==> src/design/pcitc_defines.svh <==
// register map, field positions, reset values and timing counts of the target control block
`ifndef PCITC_DEFINES_SVH
`define PCITC_DEFINES_SVH

// ==========================================================================
// register indices (byte address = index * 4)
`define PCITC_IDX_BRIDGE_CONTROL     10'h060
`define PCITC_IDX_TARGET_IRQ_CONTROL 10'h062
`define PCITC_IDX_TARGET_IRQ_STATUS  10'h064

// decoder select codes
`define PCITC_SEL_NONE 2'h0
`define PCITC_SEL_BCTL 2'h1
`define PCITC_SEL_TIC  2'h2
`define PCITC_SEL_STA  2'h3

// ==========================================================================
// bridge_control fields
`define PCITC_BC_PCI_RST   15
`define PCITC_BC_MODE_HI   9
`define PCITC_BC_MODE_LO   8
`define PCITC_BC_WPOST     3
`define PCITC_BC_WMASK     16'h8308
`define PCITC_BC_RESET     16'h0000

// auto_delayed_read_mode codes
`define PCITC_MODE_WAIT    2'h0
`define PCITC_MODE_DELAYED 2'h1

// ==========================================================================
// target_irq_control fields; event bit n has its select at n + 8
`define PCITC_TIC_SEL_HI   10
`define PCITC_TIC_SEL_LO   8
`define PCITC_TIC_EN_HI    2
`define PCITC_TIC_EN_LO    0
`define PCITC_TIC_WMASK    16'h0707
`define PCITC_TIC_RESET    16'h0000

// status event bits
`define PCITC_EV_DATA_PAR  0
`define PCITC_EV_ADDR_PAR  1
`define PCITC_EV_DLY_TO    2
`define PCITC_STA_RESET    3'h0

// ==========================================================================
// timing, in pci clocks
`define PCITC_WAIT_CLKS    32
`define PCITC_WAIT_W       6
`define PCITC_DISCARD_CLKS 32768
`define PCITC_DISCARD_W    16

`endif

==> src/design/pcitc_pkg.sv <==
// types shared by the target control block
package pcitc_pkg;

  typedef enum logic [1:0]
  {
    PCITC_IDLE  = 2'b00,
    PCITC_FETCH = 2'b01,
    PCITC_DONE  = 2'b10
  } pcitc_fsm_t;

  typedef struct packed
  {
    logic        req;
    logic [31:0] addr;
  } pcitc_tgt_req_t;

  typedef struct packed
  {
    logic        data_valid;
    logic        retry;
    logic [31:0] rdata;
  } pcitc_tgt_rsp_t;

  typedef struct packed
  {
    logic        req;
    logic [31:0] addr;
  } pcitc_mem_req_t;

  typedef struct packed
  {
    logic        ack;
    logic [31:0] rdata;
  } pcitc_mem_rsp_t;

  typedef struct packed
  {
    pcitc_fsm_t     fsm;
    logic           held;
    logic [31:0]    dt_addr;
    logic [31:0]    dt_data;
    logic [15:0]    bctl;
    logic [15:0]    tic;
    logic [2:0]     sta;
    logic [31:0]    prdata;
    logic           pready;
    logic           pslverr;
    pcitc_tgt_rsp_t rsp;
    pcitc_mem_req_t mem;
    logic           irq;
    logic           nmi;
  } pcitc_state_t;

endpackage

==> src/design/pcitc_top.sv <==
// pci host bridge target control: read retry engine, bridge and interrupt registers
//
// The APB slave port was chosen for this implementation.
`timescale 1ns/1ps
`default_nettype none
`include "pcitc_defines.svh"

module pcitc_top
#(
  parameter int unsigned DISCARD_CLKS = `PCITC_DISCARD_CLKS
)
(
  input  wire logic                      pclk,
  input  wire logic                      presetn,
  input  wire logic                      psel,
  input  wire logic                      penable,
  input  wire logic                      pwrite,
  input  wire logic [11:0]               paddr,
  input  wire logic [31:0]               pwdata,
  output logic [31:0]                    prdata,
  output logic                           pready,
  output logic                           pslverr,
  input  wire pcitc_pkg::pcitc_tgt_req_t tgt_req,
  output pcitc_pkg::pcitc_tgt_rsp_t      tgt_rsp,
  output pcitc_pkg::pcitc_mem_req_t      mem_req,
  input  wire pcitc_pkg::pcitc_mem_rsp_t mem_rsp,
  input  wire logic                      addr_parity_err,
  input  wire logic                      data_parity_err,
  output logic                           pci_bus_reset,
  output logic                           cpu_write_post_enable,
  output logic                           irq,
  output logic                           nmi
);
  import pcitc_pkg::*;

  // ==========================================================================
  // register decode
  function automatic logic [1:0] pcitc_decode(input logic [11:0] a);
    logic [1:0] sel;
    sel = `PCITC_SEL_NONE;
    if (a[1:0] == 2'h0)
    begin
      case (a[11:2])
        `PCITC_IDX_BRIDGE_CONTROL:     sel = `PCITC_SEL_BCTL;
        `PCITC_IDX_TARGET_IRQ_CONTROL: sel = `PCITC_SEL_TIC;
        `PCITC_IDX_TARGET_IRQ_STATUS:  sel = `PCITC_SEL_STA;
        default:                       sel = `PCITC_SEL_NONE;
      endcase
    end
    return sel;
  endfunction

  pcitc_state_t s;
  pcitc_state_t next_s;
  logic [1:0]   mode;
  logic [1:0]   dec;
  logic         bus_wr;
  logic         match;
  logic [2:0]   ev;
  logic [2:0]   w1c;
  logic [2:0]   next_en;
  logic [2:0]   next_sel;
  logic         wait_start;
  logic         wait_clear;
  logic         wait_expired;
  logic         disc_start;
  logic         disc_clear;
  logic         disc_expired;

  assign mode = s.bctl[`PCITC_BC_MODE_HI:`PCITC_BC_MODE_LO];

  // ==========================================================================
  // timers: first-data wait and unclaimed-completion discard
  pcitc_timer
  #(
    .W     (`PCITC_WAIT_W),
    .LIMIT (`PCITC_WAIT_CLKS)
  )
  u_wait_timer
  (
    .pclk    (pclk),
    .presetn (presetn),
    .start   (wait_start),
    .clear   (wait_clear),
    .expired (wait_expired)
  );

  pcitc_timer
  #(
    .W     (`PCITC_DISCARD_W),
    .LIMIT (DISCARD_CLKS)
  )
  u_discard_timer
  (
    .pclk    (pclk),
    .presetn (presetn),
    .start   (disc_start),
    .clear   (disc_clear),
    .expired (disc_expired)
  );

  // ==========================================================================
  // next state
  always_comb
  begin
    next_s = s;
    next_s.rsp.data_valid = 1'b0;
    next_s.rsp.retry = 1'b0;
    wait_start = 1'b0;
    wait_clear = 1'b0;
    disc_start = 1'b0;
    disc_clear = 1'b0;
    ev = 3'h0;
    w1c = 3'h0;
    dec = pcitc_decode(paddr);
    bus_wr = psel && penable && pwrite && s.pready;
    match = (tgt_req.addr == s.dt_addr);

    // apb: data and pready registered in setup, access lasts one cycle
    if (psel && !penable)
    begin
      next_s.pready = 1'b1;
      next_s.pslverr = (dec == `PCITC_SEL_NONE);
      case (dec)
        `PCITC_SEL_BCTL: next_s.prdata = {16'h0000, s.bctl};
        `PCITC_SEL_TIC:  next_s.prdata = {16'h0000, s.tic};
        `PCITC_SEL_STA:  next_s.prdata = {29'h0000000, s.sta};
        default:         next_s.prdata = 32'h00000000;
      endcase
    end
    else if (psel && penable && s.pready)
    begin
      next_s.pready = 1'b0;
      next_s.pslverr = 1'b0;
    end

    // reserved bits are dropped on write so they always read zero
    if (bus_wr)
    begin
      case (dec)
        `PCITC_SEL_BCTL: next_s.bctl = pwdata[15:0] & `PCITC_BC_WMASK;
        `PCITC_SEL_TIC:  next_s.tic = pwdata[15:0] & `PCITC_TIC_WMASK;
        `PCITC_SEL_STA:  w1c = pwdata[2:0];
        default:         w1c = 3'h0;
      endcase
    end

    // read engine
    case (s.fsm)
      PCITC_IDLE:
      begin
        if (tgt_req.req)
        begin
          next_s.mem.req = 1'b1;
          next_s.mem.addr = tgt_req.addr;
          next_s.dt_addr = tgt_req.addr;
          next_s.fsm = PCITC_FETCH;
          if (mode == `PCITC_MODE_DELAYED)
          begin
            next_s.rsp.retry = 1'b1;
          end
          else
          begin
            // reserved codes behave as the wait mode
            next_s.held = 1'b1;
            wait_start = 1'b1;
          end
        end
      end
      PCITC_FETCH:
      begin
        if (mem_rsp.ack)
        begin
          next_s.mem.req = 1'b0;
          wait_clear = 1'b1;
          if (s.held)
          begin
            next_s.held = 1'b0;
            next_s.rsp.data_valid = 1'b1;
            next_s.rsp.rdata = mem_rsp.rdata;
            next_s.fsm = PCITC_IDLE;
          end
          else
          begin
            // completed in the background, kept for the reissued read
            next_s.dt_data = mem_rsp.rdata;
            next_s.fsm = PCITC_DONE;
            disc_start = 1'b1;
          end
        end
        else if (s.held && wait_expired)
        begin
          next_s.held = 1'b0;
          next_s.rsp.retry = 1'b1;
        end
        // single completion slot: a read arriving during a background (not held) fetch is retried
        if (tgt_req.req && !s.held)
        begin
          next_s.rsp.retry = 1'b1;
        end
      end
      PCITC_DONE:
      begin
        if (tgt_req.req && match)
        begin
          next_s.rsp.data_valid = 1'b1;
          next_s.rsp.rdata = s.dt_data;
          next_s.fsm = PCITC_IDLE;
          disc_clear = 1'b1;
        end
        else
        begin
          if (tgt_req.req)
          begin
            next_s.rsp.retry = 1'b1;
          end
          if (disc_expired)
          begin
            ev[`PCITC_EV_DLY_TO] = 1'b1;
            next_s.fsm = PCITC_IDLE;
          end
        end
      end
      default:
      begin
        next_s.fsm = PCITC_IDLE;
      end
    endcase

    ev[`PCITC_EV_ADDR_PAR] = addr_parity_err;
    ev[`PCITC_EV_DATA_PAR] = data_parity_err;

    // ==========================================================================
    // interrupts: a new event wins over a clear in the same cycle
    next_s.sta = (s.sta & ~w1c) | ev;
    next_en = next_s.tic[`PCITC_TIC_EN_HI:`PCITC_TIC_EN_LO];
    next_sel = next_s.tic[`PCITC_TIC_SEL_HI:`PCITC_TIC_SEL_LO];
    next_s.irq = |(next_s.sta & next_en & ~next_sel);
    next_s.nmi = |(next_s.sta & next_en & next_sel);
  end

  // pci bus reset is not wired here on purpose: only presetn clears the registers
  always_ff @(posedge pclk or negedge presetn)
  begin
    if (!presetn)
    begin
      s <= '0;
      s.bctl <= `PCITC_BC_RESET;
      s.tic <= `PCITC_TIC_RESET;
      s.sta <= `PCITC_STA_RESET;
    end
    else
    begin
      s <= next_s;
    end
  end

  assign prdata = s.prdata;
  assign pready = s.pready;
  assign pslverr = s.pslverr;
  assign tgt_rsp = s.rsp;
  assign mem_req = s.mem;
  assign pci_bus_reset = s.bctl[`PCITC_BC_PCI_RST];
  assign cpu_write_post_enable = s.bctl[`PCITC_BC_WPOST];
  assign irq = s.irq;
  assign nmi = s.nmi;

  // ==========================================================================
  // checks
  logic [5:0] hold_cnt;

  always_ff @(posedge pclk or negedge presetn)
  begin
    if (!presetn)
    begin
      hold_cnt <= 6'h00;
    end
    else
    begin
      hold_cnt <= s.held ? hold_cnt + 6'h01 : 6'h00;
    end
  end
endmodule

`default_nettype wire

==> src/design/pcitc_timer.sv <==
// one-shot cycle timer: expired pulses LIMIT clocks after start
`timescale 1ns/1ps
`default_nettype none

module pcitc_timer
#(
  parameter int unsigned W     = 6,
  parameter int unsigned LIMIT = 32
)
(
  input  wire logic pclk,
  input  wire logic presetn,
  input  wire logic start,
  input  wire logic clear,
  output logic      expired
);

  typedef struct packed
  {
    logic         run;
    logic [W-1:0] cnt;
    logic         expired;
  } pcitc_timer_st_t;

  pcitc_timer_st_t s;
  pcitc_timer_st_t next_s;

  always_comb
  begin
    next_s = s;
    next_s.expired = 1'b0;
    if (clear)
    begin
      next_s.run = 1'b0;
    end
    else if (start)
    begin
      next_s.run = 1'b1;
      next_s.cnt = '0;
    end
    else if (s.run)
    begin
      if (s.cnt == W'(LIMIT - 1))
      begin
        next_s.run     = 1'b0;
        next_s.expired = 1'b1;
      end
      else
      begin
        next_s.cnt = s.cnt + 1'b1;
      end
    end
  end

  always_ff @(posedge pclk or negedge presetn)
  begin
    if (!presetn)
    begin
      s <= '0;
    end
    else
    begin
      s <= next_s;
    end
  end

  assign expired = s.expired;

endmodule

`default_nettype wire

==> config.mk <==
export PLATFORM = sky130hd
export DESIGN_NAME = pcitc_top
export DESIGN_NICKNAME = d
export VERILOG_FILES = /design/src/design/pcitc_pkg.sv /design/src/design/pcitc_top.sv /design/src/design/pcitc_timer.sv
export VERILOG_INCLUDE_DIRS = /design/src /design/src/design
export SDC_FILE = /design/constraint.sdc
export NUM_CORES = 1
export LEC_CHECK = 0
export BUFFER_PORTS_ARGS = -buffer_cell sky130_fd_sc_hd__buf_4
export CORE_UTILIZATION = 48
export DETAILED_ROUTE_END_ITERATION = 10
export PLACE_DENSITY_LB_ADDON = 0.12
export SYNTH_ARGS = -nofsm -noshare
export SYNTH_HDL_FRONTEND = slang
export SYNTH_SLANG_ARGS = --single-unit
==> constraint.sdc <==
create_clock -name pclk -period 2.1 [get_ports pclk]
set_input_delay 0.315 -clock pclk [delete_from_list [all_inputs] [get_ports pclk]]
set_output_delay 0.315 -clock pclk [all_outputs]
set_load 0.005 [all_outputs]
; ---- Yosys cells after proc, flatten, opt, wreduce, memory -nomap -nowiden
; Cells that the tools add are included.
[word_totals]
ff_bits = 177
in_bits = 117
out_inout_bits = 105
elab_cells = 149
[op_classes]
add_sub_neg = 2
eq_ne = 21
mux = 65
bitwise = 10
reduce_logical = 29
[op_table]
columns = operator, n
row1 = $mux W33, 2
row2 = $mux W32, 2
row3 = $pmux W32 S2, 1
row4 = $pmux W16 S3, 1
row5 = $mux W1, 35
row6 = $mux W35, 1
row7 = $eq A32 B32 Y1, 1
row8 = $eq A10 B7 Y1 const B, 3
row9 = $mux W11, 2
row10 = $mux W18, 1
row11 = $mux W17, 1
row12 = $add A16 B1 Y16 const B, 1
row13 = $eq A16 B15 Y1 const B, 1
row14 = $mux W16, 1
row15 = $reduce_and A3 Y1, 5
row16 = $mux W2, 7
row17 = $and A3 B3 Y3, 4
row18 = $ne A2 B2 Y1 const B, 6
row19 = $pmux W2 S3, 2
row20 = $reduce_bool A2 Y1, 5
row21 = $logic_and A1 B1 Y1, 8
row22 = $mux W8, 1
row23 = $reduce_and A4 Y1, 2
row24 = $mux W7, 1
row25 = 18 further kinds, 33

; ---- Logic depth before layout (Yosys ltp)
; Gate-level depths: netlist of run 1.
[depth]
ltp_word = 12
depth_mapped = 9
mapped_depth_nobuf = 8

; ---- By module
; From an unflattened synthesis of run 1, not the netlist that was laid out.
[hier_totals]
cells_unflattened = 798
area_unflattened_um2 = 7923.8
[modules_own_cells]
columns = mod, n_inst, cells_each, area_per_inst_um2, seq_area_each_um2
row1 = pcitc_top, 1, 648, 6447.4, 3178.0
row2 = pcitc_timer (u_discard_timer), 1, 109, 1032.2, 450.4
row3 = pcitc_timer (u_wait_timer), 1, 41, 444.2, 200.2

; ---- Least setup slack after synthesis of run 1
; Ideal clock, no wire load.
[synth_timing]
path_type = input-to-reg
from = input paddr[11]
to = register s, in the netlist nmi
setup_ps = 126
arrival_ps = 2214
required_time_ps = 1974
slack_ps = -240
stages = 6
path_buffers = 1
path_cell_list = or4_4 -> nor4_4 -> and2_1 -> buf_6 -> mux2_4 -> a311o_1
[synth_rtl]
columns = element, line
row1 = "start, declared", pcitc_top.sv:18  ; input wire logic [11:0] paddr,
row2 = "end signal, assigned", pcitc_top.sv:254  ; s <= next_s;
row3 = "end, declared", pcitc_top.sv:53  ; pcitc_state_t s;

==> flow_summary.yaml, run 1 <==
grt:
  grt_pass1_vias: 6011
  antenna_found_initial: 0
  grt_max_degree: 56
  grt_pass1_wl_mm: 28.01
  grt_usage: 0.2123
  overflow: 0
finish:
  drive_gt1_frac: 0.4264
  area_growth_pct: 27.22
  fin_cells: 1133
  fin_nets: 1027
  fillCellCount: 1325
  n_antenna_cell: 0
yosys:
  yosysTopAreaCell: "dfrtp_1"
  synthTopCellsByCount: "dfrtp_1 (153), nand2_1 (133), buf_4 (99)"
  yosysSeqAreaShare: 0.4801
  syn_inst: 760
  synth_top_area_frac: 0.4801
  netlist_area_um2: 7975
  synth-edff-count: 0
  synth-async-reset-ratio: 1.000
  yosysMostFrequentCell: "dfrtp_1"
  yosysUniqueCellTypes: 54
  synth_top_flop_cell: "dfrtp_1"
  ys_seq_elements: 153
  synth_area_leaders: "dfrtp_1 (48%), mux2_2 (9.9%), buf_4 (9.3%)"
  ys.warnings.count: 0
  synth_area_per_cell_um2: 10.49
floorplan:
  ioPinCount: 222
  core_um2: 16060
  die-area_um2: 17130
  fp.dieW_um: 130.9
  start_util: 0.4966
  rows: 46
  die_h_um: 130.9
timing:
  setup_viol: 34
  finalCritPeriodShare: 1.023
  hold_violations: 0
  fmax_ghz: 0.4656
  worst-slew-pin-transition_ns: 0.5993
  slew_violations: 0
  finClkSkew_ns: 0.008119
  finalCriticalPeriod_ns: 2.148
  setup_ws_ns: -0.04770
  relSlewSlack: 0.5990
  rsz0062_at_grt: "yes"
drt:
  dr_total_vias: 5809
  firstDrtPassIters: 4
  routed_wirelength_mm: 17.37
  detail_route.wl_per_cell_um: 15.33
  drt_iter0_drc: 163
  drtAntennaViolNets: 0
  remaining_drc_errors: 0
  vias_per_cell: 5.127
worst_setup_path:
  critPathMaxFanout: 16
  cp.arrival_ns: 2.45
  cp.required_ns: 2.41
  crit_path_end_kind: "register"
  critPathKind: "register to register"
  setup.worst_path.start_class: "register"
clock_network:
  insertion_delay_ns: 0.42
  tritoncts: "done"
  cts_buffers: 17
  clkTransAtPathRegs_ns: 0.06
  htree_levels: 4
  cts.path.max_buffers: 2
  clock_sink_count: 153
  cts-root-buf: "clkbuf_16"
run_status:
  violations: "setup timing"
  status: "complete, but fails checks"
job:
  drv_cap: 0
worst_hold_path:
  min_path_type: "input pin to register"
power_and_ir_drop:
  powerDensity_nw_per_um2: 1251
  ir_drop_mv: 0.7805
  leakage_nw: 4.935
placement:
  place_congestion: 0.8162
  dp_slack_ns: -0.2797
  dp_hpwl_mm: 12.36
  numPlacedInstances: 1089
  portBuffers: 173
registers in the layout (all words and copies together) (netlist names), 2 cells and up:
name               flops
s                     44
tgt_rsp               34
mode                   2
u_wait_timer.s         7
prdata                 8
u_discard_timer.s     17
mem_req               33
final timing paths:
path / startpoint / endpoint / slack [ns] / cells after the start
worst min-delay path: mem_rsp[8] / s[146] / 0.09 / 3
worst max register to register: mem_req[3] / tgt_rsp[20] / -0.05 / 7
worst min register to register: prdata[10] / prdata[10] / 0.47 / 2
max in group asynchronous: presetn / mem_req[30] / 1.04 / 3
worst max-delay path: mem_req[3] / tgt_rsp[20] / -0.05 / 7
min in group asynchronous: presetn / pready / 0.43 / 2
cells in the final DEF (no fill, tap or decap), types with 3 or more instances in the layout:
master / instances
a21boi_0: 3
a21oi_1: 11
a21oi_2: 4
a22o_1: 3
a22oi_1: 4
a32o_1: 5
and3_1: 8
and4_1: 3
buf_12: 6
buf_4: 216
buf_6: 5
clkbuf_1: 4
clkbuf_16: 18
clkbuf_8: 4
clkinv_2: 3
conb_1: 24
dfrtp_1: 153
ha_1: 4
inv_1: 15
mux2_1: 6
mux2_2: 70
mux2_4: 26
mux2i_1: 4
nand2_1: 133
nand2b_1: 4
nand3_1: 24
nand3b_1: 3
nand4_1: 19
nor2_1: 11
nor2b_1: 5
nor3_1: 7
o21ai_0: 17
o21ai_2: 3
o31ai_1: 3
or3_1: 4
xnor2_1: 30
stage by stage:
stage	utilization	TNS [ns]	area, um^2	power [W]	hold WS [ns]
after global routing	0.6318	-4.868	10150	0.01354	0.08375
after detailed placement	0.5750	-7.365	9233	0.009211	0.3254
after global placement	0.5750	-6.392	9233	0.008978	0.3152
after CTS	0.6181	-1.990	9926	0.01237	0.07269
after floorplan	-	-0.3800	8127	0.007949	0.01941
final	0.6318	-1.130	10150	0.01269	0.08998
kinds of logic after synthesis:
kind of cell	after synthesis	synth area share
adders and majority gates	6	0.009413
muxes	107	0.1508
AOI/OAI and AO/OA	71	0.05930
other	1	0.0004702
DFF	153	0.4801
and+or+nand+nor	247	0.1495
xor gates and xnor gates	32	0.03514
buffers and inverters	143	0.1153
critical path, cell delays in order (launching register included):
cell	delay (ns)
dfrtp_1	0.41
xnor2_1	0.16
nand4_1	0.19
nor4_4	0.41
a31oi_4	0.15
nand2b_4	0.20
buf_12	0.19
mux2_1	0.31
what timing repair did:
item | 4_1_cts | 5_1_grt
buffers inserted | 5 | 3
setup endpoints to repair | 40 | 54
hold endpoints to repair | 50 | 0
cloned | 0 | 3
pin swaps | 5 | 18
gates resized for setup | 11 | 43
hold buffers | 1 | 0
power breakdown:
part	internal [W]	total, W	switching, W
Combinational	0.00293	0.00479	0.00186
Sequential	0.00407	0.00489	0.000821
Clock	0.00187	0.00301	0.00114
Total	0.00887	0.0127	0.00382
routing by layer:
metal / global-route usage / wire length, um
met3: 0.07288 / 1163
met4: 0.08993 / 308
met2: 0.3673 / 8822
met1: 0.2380 / 7077
met5: 0 / 0
area by class of cell:
class / count / area [um^2] / area share
multi-input cells: 487 / 3568 / 0.3517
repair buffers: 229 / 1833 / 0.1807
well taps: 216 / 270.3 / 0.02664
inverters: 16 / 60.06 / 0.005919
clock inverters: 7 / 90.09 / 0.008879
flip-flops and latches: 153 / 3829 / 0.3774
clock buffers: 25 / 495.5 / 0.04883
Note: power is estimated with default switching activity, not from simulation.
==> run 2, diff against run 1 <==
HOLD_SLACK_MARGIN = 0.03   (was default)
PLACE_DENSITY = 0.88   (was default)
PLACE_DENSITY_LB_ADDON = default   (was 0.12)
==> flow_summary.yaml, run 2 (same netlist as run 1, synthesis figures left out) <==
run_status:
  status: "complete, but fails checks"
  violations: "setup timing"
finish:
  fillCellCount: 1254
  final_common_cell: "buf_4"
  regMostFlops: "s"
  area_growth_pct: 27.63
  largest_reg_flops: 44
  final_util: 0.6339
  fin_nets: 1028
  drive_gt1_frac: 0.4318
  fin_cells: 1133
  final_cell_mix: "buf_4 (215), dfrtp_1 (153), nand2_1 (132)"
  n_antenna_cell: 0
worst_setup_path:
  crit_path_top_delay_cell: "dfrtp_1"
  crit_path_end_kind: "register"
  path_cells: "xnor2_1 > nand4_1 > nor4_4 > buf_4 > a31oi_4 > nand2b_4 > clkbuf_16 > mux2_4"
  critPathKind: "register to register"
  path_buf_inv: 2
  cp_top_family: "simple AND/OR/NAND/NOR gates"
  cp.required_ns: 2.40
  critPathMaxFanout: 8
  cpPeakStageDelay_ns: 0.40
  setup.worst_path.start_class: "register"
  cp.arrival_ns: 2.56
placement:
  numPlacedInstances: 1089
  dp_hpwl_mm: 12.20
  place_congestion: 0.8310
  portBuffers: 173
worst_hold_path:
  min_path_type: "input pin to register"
floorplan:
  core_um2: 16060
  start_util: 0.4966
  die_h_um: 130.9
  rows: 46
  fp.dieW_um: 130.9
  die-area_um2: 17130
  ioPinCount: 222
grt:
  grt_pass1_wl_mm: 27.74
  grt_use_met1: 0.2511
  grt_max_degree: 60
  antenna_found_initial: 0
  grt_usage: 0.2091
  overflow: 0
  grt_pass1_vias: 5840
  top_usage_layer: "met2"
  gr-usage-met3: 0.05822
  global_route.usage.met2: 0.3576
timing:
  finalCriticalPeriod_ns: 2.257
  hold_violations: 0
  relSlewSlack: 0.5860
  finalCritPeriodShare: 1.075
  setup_viol: 37
  fmax_ghz: 0.4430
  slew_violations: 0
  rsz0062_at_grt: "yes"
  setup_ws_ns: -0.1573
  finClkSkew_ns: 0.01253
  worst-slew-pin-transition_ns: 0.6187
  finalHoldWorstSlack_ns: 0.09682
power_and_ir_drop:
  intPower_w: 0.008781
  power.total_w: 0.01281
  leakage_nw: 4.964
  ir_drop_mv: 0.7916
  power.share.clock: 0.226
  powerDensity_nw_per_um2: 1258
  sw_frac_of_total: 0.3143
  p_sw_w: 0.004025
  seqPwrFrac: 0.383
  pwr-share-comb: 0.390
clock_network:
  tritoncts: "done"
  insertion_delay_ns: 0.42
  htree_levels: 4
  cts.path.max_buffers: 2
  cts-root-buf: "clkbuf_16"
  cts_buffers: 17
  clock_sink_count: 153
  clkTransAtPathRegs_ns: 0.06
drt:
  vias_per_cell: 5.184
  remaining_drc_errors: 0
  firstDrtPassIters: 5
  drtAntennaViolNets: 0
  detail_route.wl_per_cell_um: 15.74
  dr_total_vias: 5874
  routed_wirelength_mm: 17.83
  drt_iter0_drc: 237
job:
  drv_cap: 0
## run 2: cell count changes in the layout (fill, tap and decap cells not counted), moves of 3 or more
| cell | change |
|---|---|
| mux2_1 | -5 |
| mux2_4 | +5 |
| clkbuf_1 | -3 |
| clkinv_4 | +6 |
| clkbuf_8 | -3 |
## run 2: final cells by class
cell class                      instances  area, um^2  area share
Sequential cell                       153        3829      0.3762
Tap cell                              216       270.3     0.02655
Inverter                               16       60.06    0.005900
Timing Repair Buffer                  230        1872      0.1839
Clock buffer                           19       442.9     0.04352
Clock inverter                         12       120.1     0.01180
Multi-Input combinational cell        487        3585      0.3522
## run 2: repair_timing
item,in CTS,in global routing
pin swaps,17,11
endpoints found under the setup margin,46,53
hold endpoints to repair,54,0
buffers inserted,3,5
gates cloned,2,2
resized for setup,33,31
hold buffers,1,0
## run 2: final timing paths
kind | startpoint | to | slack, ns | cells past startpoint
max in group asynchronous | presetn | s[153] | 1.02 | 3
max reg2reg | mem_req[23] | tgt_rsp[30] | -0.16 | 8
min | mem_rsp[3] | s[141] | 0.1 | 3
min in group asynchronous | presetn | tgt_rsp[27] | 0.44 | 2
min reg2reg | prdata[3] | prdata[3] | 0.47 | 2
max | mem_req[23] | tgt_rsp[30] | -0.16 | 8
## run 2: per-layer routing
metal,up-vias,wire [um]
met2,186,9214
met1,2881,7405
met3,23,965
met4,0,244
li1,2784,-
met5,-,0
## run 2: tightest hold or removal path, delay by kind of cell
kind	cells	cell delay, ns
buffers and inverters	1	0.08
and+or+nand+nor	2	0.09
## run 2: per-stage QoR
stage / TNS [ns] / setup slack, ns / instance area [um^2]
after floorplan: -0.3800 / -0.1645 / 8127
after global placement: -9.835 / -0.2463 / 9215
after detailed placement: -10.24 / -0.2802 / 9215
after CTS: -3.653 / -0.1337 / 10000
after global routing: -9.831 / -0.2705 / 10180
final: -4.500 / -0.1573 / 10180
## run 2: power by group through the flow
stage	clock network, W	logic [W]	registers (W)
6_report	0.00290	0.00500	0.00491
5_1_grt	0.00309	0.00543	0.00505
4_1_cts	0.00297	0.00471	0.00488
3_5_place_dp	0	0.00423	0.00492
3_3_place_gp	0	0.00409	0.00485
2_1_floorplan	0	0.00326	0.00469
